[src/status_flags_pkg.sv]
// Shared constants and types for the status flag bank
package status_flags_pkg;

  localparam logic [7:0] ADDR_REVISION = 8'h00;
  localparam logic [7:0] ADDR_COMMON = 8'h01;
  localparam logic [7:0] ADDR_PORT = 8'h02;

  // Common flag bit positions
  localparam int BIT_FAULT = 7;
  localparam int BIT_BAT_OV = 6;
  localparam int BIT_BAT_UV = 5;
  localparam int BIT_THERMAL = 4;
  localparam int BIT_LOW_POWER = 3;
  localparam int BIT_SHDN_EXIT = 2;
  localparam int BIT_SAFE0V = 1;
  localparam int BIT_VB_WINDOW = 0;

  // Port flag bit positions
  localparam int BIT_PORT_STATE = 5;
  localparam int BIT_PIN_STATE = 4;
  localparam int BIT_CUR_STATUS = 3;
  localparam int BIT_CONN_POWER = 2;
  localparam int BIT_CONN_OCP = 1;
  localparam int BIT_DET_ABORT = 0;

  localparam logic [7:0] COMMON_RESET = 8'h00;
  localparam logic [7:0] PORT_RESET = 8'h00;
  localparam logic [7:0] PORT_VALID_MASK = 8'h3f;
  localparam logic [7:0] READ_UNMAPPED = 8'h00;

  localparam int FAULT_W = 4;
  localparam int PORT_STATE_W = 3;
  localparam int PIN_STATE_W = 2;
  localparam int CUR_STATUS_W = 2;

  // Status indications from the analog and port-controller sections
  typedef struct packed {
    logic [FAULT_W-1:0] fault;
    logic bat_ov;
    logic bat_uv;
    logic thermal;
    logic low_power;
    logic safe0v;
    logic vb_window;
    logic [PORT_STATE_W-1:0] port_state;
    logic [PIN_STATE_W-1:0] pin_state;
    logic [CUR_STATUS_W-1:0] cur_status;
    logic conn_power;
    logic conn_ocp;
  } status_t;

  localparam int STATUS_W = $bits(status_t);

endpackage

[src/level_sync_change.sv]
// Three-stage synchroniser with agreement filter and change pulse
`timescale 1ns/10ps
`default_nettype none
module level_sync_change #(
  parameter int WIDTH = 1
) (
  // Clock and reset
  input wire logic core_clk_in,
  input wire logic rst_in,
  // Asynchronous levels
  input wire logic [WIDTH-1:0] async_in,
  // Filtered level and per-bit change pulse
  output logic [WIDTH-1:0] stable_out,
  output logic [WIDTH-1:0] change_out
);

  logic [WIDTH-1:0] s1_q;
  logic [WIDTH-1:0] s2_q;
  logic [WIDTH-1:0] s3_q;
  logic [WIDTH-1:0] agree;

  // First stage feeds only the second
  always_ff @(posedge core_clk_in)
  begin
    if (rst_in)
    begin
      s1_q <= '0;
      s2_q <= '0;
      s3_q <= '0;
    end
    else
    begin
      s1_q <= async_in;
      s2_q <= s1_q;
      s3_q <= s2_q;
    end
  end

  // A bit counts only once two later stages agree on it
  assign agree = ~(s2_q ^ s3_q);

  always_ff @(posedge core_clk_in)
  begin
    if (rst_in)
    begin
      stable_out <= '0;
      change_out <= '0;
    end
    else
    begin
      stable_out <= (agree & s2_q) | (~agree & stable_out);
      change_out <= agree & (s2_q ^ stable_out);
    end
  end

endmodule
`default_nettype wire

[src/status_interrupt_flags.sv]
// Latched status-change flag bank with revision register
`timescale 1ns/10ps
`default_nettype none
module status_interrupt_flags
  import status_flags_pkg::*;
#(
  // Arbitrary neutral value
  parameter logic [7:0] HW_REVISION = 8'h5a
) (
  // Clock and reset
  input wire logic core_clk_in,
  input wire logic rst_in,
  // Status indications, asynchronous to the core clock
  input wire status_t status_in,
  // Single-cycle events from same-clock logic
  input wire logic wake_serial_in,
  input wire logic wake_attach_in,
  input wire logic det_abort_in,
  // Register port from the serial interface engine
  input wire logic [7:0] reg_addr_in,
  input wire logic reg_wr_en_in,
  input wire logic [7:0] reg_wr_data_in,
  input wire logic reg_rd_en_in,
  output logic [7:0] rd_data_out,
  output logic rd_valid_out,
  // Flag mirrors
  output logic [7:0] common_flags_out,
  output logic [7:0] port_flags_out
);

  logic [STATUS_W-1:0] stable_vec;
  logic [STATUS_W-1:0] change_vec;
  status_t stable_s;
  status_t chg_s;
  logic [7:0] common_set;
  logic [7:0] port_set;
  logic [7:0] common_clr;
  logic [7:0] port_clr;

  // Write-one-to-clear mask for one register
  function automatic logic [7:0] clear_mask(input logic en, input logic [7:0] addr,
                                            input logic [7:0] target, input logic [7:0] data);
    clear_mask = (en && (addr == target)) ? data : 8'h00;
  endfunction

  level_sync_change #(
    .WIDTH(STATUS_W)
  ) u_sync (
    .core_clk_in(core_clk_in),
    .rst_in(rst_in),
    .async_in(status_in),
    .stable_out(stable_vec),
    .change_out(change_vec)
  );

  assign stable_s = status_t'(stable_vec);
  assign chg_s = status_t'(change_vec);

  always_comb
  begin
    common_set = 8'h00;
    common_set[BIT_FAULT] = |chg_s.fault;
    common_set[BIT_BAT_OV] = chg_s.bat_ov;
    common_set[BIT_BAT_UV] = chg_s.bat_uv;
    common_set[BIT_THERMAL] = chg_s.thermal;
    common_set[BIT_LOW_POWER] = chg_s.low_power;
    common_set[BIT_SHDN_EXIT] = wake_serial_in | wake_attach_in;
    common_set[BIT_SAFE0V] = chg_s.safe0v;
  end

  always_comb
  begin
    port_set = 8'h00;
    port_set[BIT_PORT_STATE] = |chg_s.port_state;
    port_set[BIT_PIN_STATE] = |chg_s.pin_state;
    port_set[BIT_CUR_STATUS] = |chg_s.cur_status;
    port_set[BIT_CONN_POWER] = chg_s.conn_power;
    port_set[BIT_CONN_OCP] = chg_s.conn_ocp;
    port_set[BIT_DET_ABORT] = det_abort_in;
  end

  // Revision address never matches a clear, so its writes vanish
  assign common_clr = clear_mask(reg_wr_en_in, reg_addr_in, ADDR_COMMON, reg_wr_data_in);
  assign port_clr = clear_mask(reg_wr_en_in, reg_addr_in, ADDR_PORT, reg_wr_data_in);

  // Sticky flags; a set in the clearing cycle wins so no event is lost
  always_ff @(posedge core_clk_in)
  begin
    if (rst_in)
    begin
      common_flags_out <= COMMON_RESET;
    end
    else
    begin
      common_flags_out <= (common_flags_out & ~common_clr) | common_set;
      // Window bit is a live level, not sticky
      common_flags_out[BIT_VB_WINDOW] <= stable_s.vb_window;
    end
  end

  always_ff @(posedge core_clk_in)
  begin
    if (rst_in)
    begin
      port_flags_out <= PORT_RESET;
    end
    else
    begin
      port_flags_out <= ((port_flags_out & ~port_clr) | port_set) & PORT_VALID_MASK;
    end
  end

  // Read returns the value before any same-cycle clear
  always_ff @(posedge core_clk_in)
  begin
    if (rst_in)
    begin
      rd_data_out <= READ_UNMAPPED;
      rd_valid_out <= 1'b0;
    end
    else
    begin
      rd_valid_out <= reg_rd_en_in;
      if (reg_rd_en_in)
      begin
        unique case (reg_addr_in)
          ADDR_REVISION: rd_data_out <= HW_REVISION;
          ADDR_COMMON: rd_data_out <= common_flags_out;
          ADDR_PORT: rd_data_out <= port_flags_out;
          default: rd_data_out <= READ_UNMAPPED;
        endcase
      end
    end
  end
endmodule
`default_nettype wire

[config.mk]
export PLATFORM = sky130hd
export DESIGN_NAME = status_interrupt_flags
export DESIGN_NICKNAME = d
export VERILOG_FILES = /design/src/status_flags_pkg.sv /design/src/level_sync_change.sv /design/src/status_interrupt_flags.sv
export SDC_FILE = /design/constraint.sdc
export NUM_CORES = 1
export LEC_CHECK = 0
export ABC_AREA = 1
export BUFFER_PORTS_ARGS = -buffer_cell sky130_fd_sc_hd__buf_2
export CAP_MARGIN = 10
export CELL_PAD_IN_SITES_DETAIL_PLACEMENT = 1
export CELL_PAD_IN_SITES_GLOBAL_PLACEMENT = 1
export CORE_AREA = 2 2 109 111
export CTS_CLUSTER_DIAMETER = 80
export DETAILED_ROUTE_END_ITERATION = 16
export DIE_AREA = 0 0 111 113
export HOLD_SLACK_MARGIN = 0.08
export PLACE_DENSITY = 0.74
export SYNTH_ARGS = -nofsm -noshare
export SYNTH_HDL_FRONTEND = slang
export SYNTH_SLANG_ARGS = --single-unit
[constraint.sdc]
create_clock -name core_clk_in -period 0.9 [get_ports core_clk_in]
set_input_delay 0.09 -clock core_clk_in [delete_from_list [all_inputs] [get_ports core_clk_in]]
set_output_delay 0.09 -clock core_clk_in [all_outputs]
set_load 0.02 [all_outputs]
Word level (Yosys, flattened, before mapping)

Cells that the tools add are included.
Widths: inputs -> output; s select.

Equal/unequal tests: 2
Bitwise gates (word level): 15
Reduce and logical (&&, ||, !) cells: 7
Muxes and demuxes: 3

Operators with widths:

| cell               | count |
|---|---|
| $and 19x19->19     | 3 |
| $not 19->19        | 2 |
| $xor 19x19->19     | 2 |
| $pmux 8 s3         | 1 |
| $or 19x19->19      | 1 |
| $and 8x8->8        | 1 |
| $eq 8x1->1 const B | 1 |
| $eq 8x2->1 const B | 1 |
| $logic_not 8->1    | 1 |
| $mux 8             | 1 |
| $not 8->8          | 1 |
| $or 8x8->8         | 1 |
| $and 6x6->6        | 1 |
| $mux 6             | 1 |
| $not 6->6          | 1 |
| $or 6x6->6         | 1 |
| $reduce_or 2->1    | 2 |
| $reduce_or 4->1    | 1 |
| $reduce_or 3->1    | 1 |
| $logic_and 1x1->1  | 2 |
| $or 1x1->1         | 1 |

Input bits: 42
Register bits after elaboration: 118
Word-level logic and storage cells: 36

Logic depth before layout (Yosys ltp)

Depth in word-level cells: 6
Mapped depth: 9

Modules after synthesis

A second synthesis with hierarchy kept.

Cell total of the unflattened synthesis: 502
Area, all modules: 4057.6 um2

By module, submodules not included:

| module                 | seq. area each (um2) | cells an instance | times used | area an instance (um2) |
|---|---|---|---|---|
| level_sync_change      | 1901.8               | 353               | 1          | 2962.8 |
| status_interrupt_flags | 460.4                | 149               | 1          | 1094.8 |

Worst setup path before layout

OpenSTA, ideal clock, no wires.

Kind: input-to-reg
Start: input reg_addr_in[2]
End: register port_flags_out[0]
Stages on the path: 8
Setup time: 0.131 ns
Slack: -0.021 ns
Arrival time: 0.790 ns
Required time: 0.769 ns
Buffers on the path: 1
Cells stage by stage: inv_1 nand2_2 nor2_4 and2_0 buf_6 nand3_1 nand2_1 a21oi_2

Cells in the longest elaborated chain, start to end: 6

RTL lines:

| item                   | line                          | source |
|---|---|---|
| start: declaration     | status_interrupt_flags.sv:20  | `input wire logic [7:0] reg_addr_in,` |
| $eq 8x2->1             | status_interrupt_flags.sv:43  | `clear_mask = (en && (addr == target)) ? data : 8'h00;` |
| $logic_and 1x1->1      | status_interrupt_flags.sv:43  |  |
| $mux 6                 | status_interrupt_flags.sv:43  |  |
| $not 6->6              | status_interrupt_flags.sv:109 | `port_flags_out <= ((port_flags_out & ~port_clr) \| port_set) & PORT_VALID_MASK;` |
| $and 6x6->6            | status_interrupt_flags.sv:109 |  |
| $or 6x6->6             | status_interrupt_flags.sv:109 |  |
| end signal: assignment | status_interrupt_flags.sv:109 |  |
| end: declaration       | status_interrupt_flags.sv:28  | `output logic [7:0] port_flags_out` |

Every way passes these cells.
A chain may end at the register's enable or synchronous reset.

Final worst setup path

Start: register common_flags_out[5]
End: output common_flags_out[5]

RTL lines:

| item                             | line                         | source |
|---|---|---|
| start: declaration               | status_interrupt_flags.sv:27 | `output logic [7:0] common_flags_out,` |
| start signal: assignment         | status_interrupt_flags.sv:95 | `common_flags_out <= (common_flags_out & ~common_clr) \| common_set;` |
| start signal: indexed assignment | status_interrupt_flags.sv:97 | `common_flags_out[BIT_VB_WINDOW] <= stable_s.vb_window;` |

No word-level cell between the ends.

==> run metrics <==
Avg WL per Cell=13.5 um; Num CTS Buffers=17; Synth area leader=dfxtp_1; Switching Fraction=slightly above 20%; Setup crit start kind=flip-flop; TritonCTS Sinks=around 120; Pwr Total=13.0 mW; Starting Density=between 30% and 40%; vias in the first global route=3902; ys flop type=dfxtp_1; Vias/cell=4.42; clock power share=53.6%; delay-heaviest family, CP=flip-flops; Via Count=3552; full die area=12500 um^2; Clock Pin Slew Worst Setup and Hold Paths=0.06 ns; combinational cell fraction of total power=5.2%; leak pwr=2.76 nW; Place WS=-0.240 ns; CTS root buf=clkbuf_16; Mapped Area=4000 um^2; DP HPWL=6580 um; multiplexer share of the synthesized area=0%; critical-path cell list=buf_6; leading post-synthesis cells by cell area=dfxtp_1, nor2_1, nand2_1; MaxCap Viol Count=0; Critical Path AT=~0.9 ns; Vert. Die Dim=113 um; row count=39; Fillers=1336; io pins=67; ANT nets after route=0; Post-synth EDFFs=0; R2R depth=5; clock buffer depth=2; PwrDens=2180 nW/um^2; nets@finish=689; Tmin final=0.989 ns; CP bufs+invs=1; maximum fanout along the worst path=2; first-pass GRT wire length=around 18000 um; achievable frequency=1010 MHz; Crit Path Category=reg -> out; YS warnings=0; Crit-path slowest cell=dfxtp_4; clock skew=0.00895 ns; Hold Path Depth=4; hold crit path type=in -> reg; P_sw=2.70 mW; Antenna Cells=0; sequential power share=between 40% and 50%; failing checks=setup timing; Post-Synth Simple-Gate Area=26.7%; Synth-to-Final Area Change=49.2%; endpoints failing setup=23; Yosys reg bits=117; status=finished with violations; RSZ-0062 raised after global routing=true; Compound-Gate Fraction of Synth Area=3.53%; most common cell after layout, fill and taps aside=nor2_1; drt drc=0; final worst slack=-0.0888 ns; Final Max Slew Viols=0; initial DRC count=131; chip width=111 um; critical path endpoint category=primary output; gpl congestion=0.830; xor and xnor fraction of the mapped netlist area=0%; CTS HTree Levels=4; Syn Inst Count=513; Final Hold Violating Endpoints=0; Final period util=110%; Core Region=11300 um^2; final wirelength=10800 um; initial antenna violation count=0; Async S/R FF share, synth=0%; largest net degree at the start of global routing=45; Port Buf Inserts=64; synthesized area per cell=7.80 um^2; P_int=10.3 mW; global route total overflow=0; commonest cells after routing, fill and taps aside=nor2_1, dfxtp_1, inv_1; sequential area share after synthesis=58.5%; GRT Util Overall=18.2%; share of layout cells above drive strength 1=29.2%; CTS tree=yes; largest family of logic cells by synthesized area=simple AND/OR/NAND/NOR gates; peak supply drop=1.03 mV; Yosys top cell area share=58.5%; Netlist cell types=22; critical path depth=1; adder-cell share of the synthesized area=0%; CP required=0.81 ns; Crit path largest cell delay=0.36 ns; drt first pass iters=4; Clock Latency Late Sink=a little over 0.4 ns
## cells by family after synthesis
group,Yosys count
flip-flops,117
buffers and inverters,108
AND/OR/NAND/NOR,262
AO/OA/AOI/OAI,25
other,1
## power by group through the flow
| stage | sequential, mW | combinational, mW | clock (mW) |
|---|---|---|---|
| global placement | 5.48 | 0.481 | 0 |
| CTS | 5.37 | 0.657 | 7.07 |
| finish | 5.37 | 0.672 | 6.97 |
| detailed placement | 5.48 | 0.501 | 0 |
| floorplan | 5.48 | 0.271 | 0 |
| global route | 5.38 | 0.750 | 7.39 |
## per-layer routing
metal	global-route usage, %	vias to the layer above	routed length (um)
met3	6.00	27	463
met5	0	-	0
met1	18.5	1676	4270
li1	-	1766	-
met2	33.9	83	5780
met4	8.25	0	301
## Yosys cell counts, types with 3 or more instances
cell      instances
dfxtp_1         117
nand3_1          18
buf_6             4
a21oi_1          17
clkbuf_1          6
inv_1            91
a21oi_2           4
buf_2             4
nor2_4            4
nand2_1          92
nor2_1          141
o21ai_0           3
## metrics by stage
step           area (um^2)  instances  utilization (%)  TNS (ns)  hold slack (ns)
6_report              5970        803             53.0     -1.52           0.0940
5_1_grt               5970        803             53.0     -2.36            0.121
4_1_cts               5810        798             51.5     -1.70           0.0560
3_5_place_dp          4550        716             40.3     -3.59            0.299
3_3_place_gp          4550        716             40.3     -2.62            0.288
2_1_floorplan         4040        514                -         0            0.197
## final cells by class
type / instances / area, um^2 / area share, %
multi-input combinational: 289 / 1340 / 22.4
clock buffer: 23 / 498 / 8.34
timing repair buffer: 130 / 1110 / 18.5
inverter: 92 / 348 / 5.82
sequential: 117 / 2380 / 39.9
tap: 143 / 179 / 3.00
clock inverter: 9 / 123 / 2.05
## worst reg2reg max path, delay by kind of cell (launching register included)
kind	cells	cell delay [ns]
flip-flops	1	0.36
AND/OR/NAND/NOR	3	0.22
AO/OA/AOI/OAI	1	0.13
buffers and inverters	1	0.11
## what timing repair did
| action | in CTS | in global routing |
|---|---|---|
| pin swaps | 1 | 12 |
| endpoints found under the hold margin | 40 | 0 |
| resized for setup | 72 | 33 |
| cloned | 0 | 0 |
| hold buffers | 33 | 0 |
| setup endpoints to repair | 23 | 29 |
| buffers inserted | 17 | 6 |
## worst paths after layout
kind | startpoint | endpoint | slack (ns)
setup reg to reg | common_flags_out[4] | rd_data_out[4] | 0.01
hold reg to reg | u_sync.s1_q[16] | u_sync.s2_q[16] | 0.40
hold / removal | reg_addr_in[0] | rd_data_out[6] | 0.09
setup / recovery | common_flags_out[5] | common_flags_out[5] | -0.09
(Power assumes the default switching activity.)
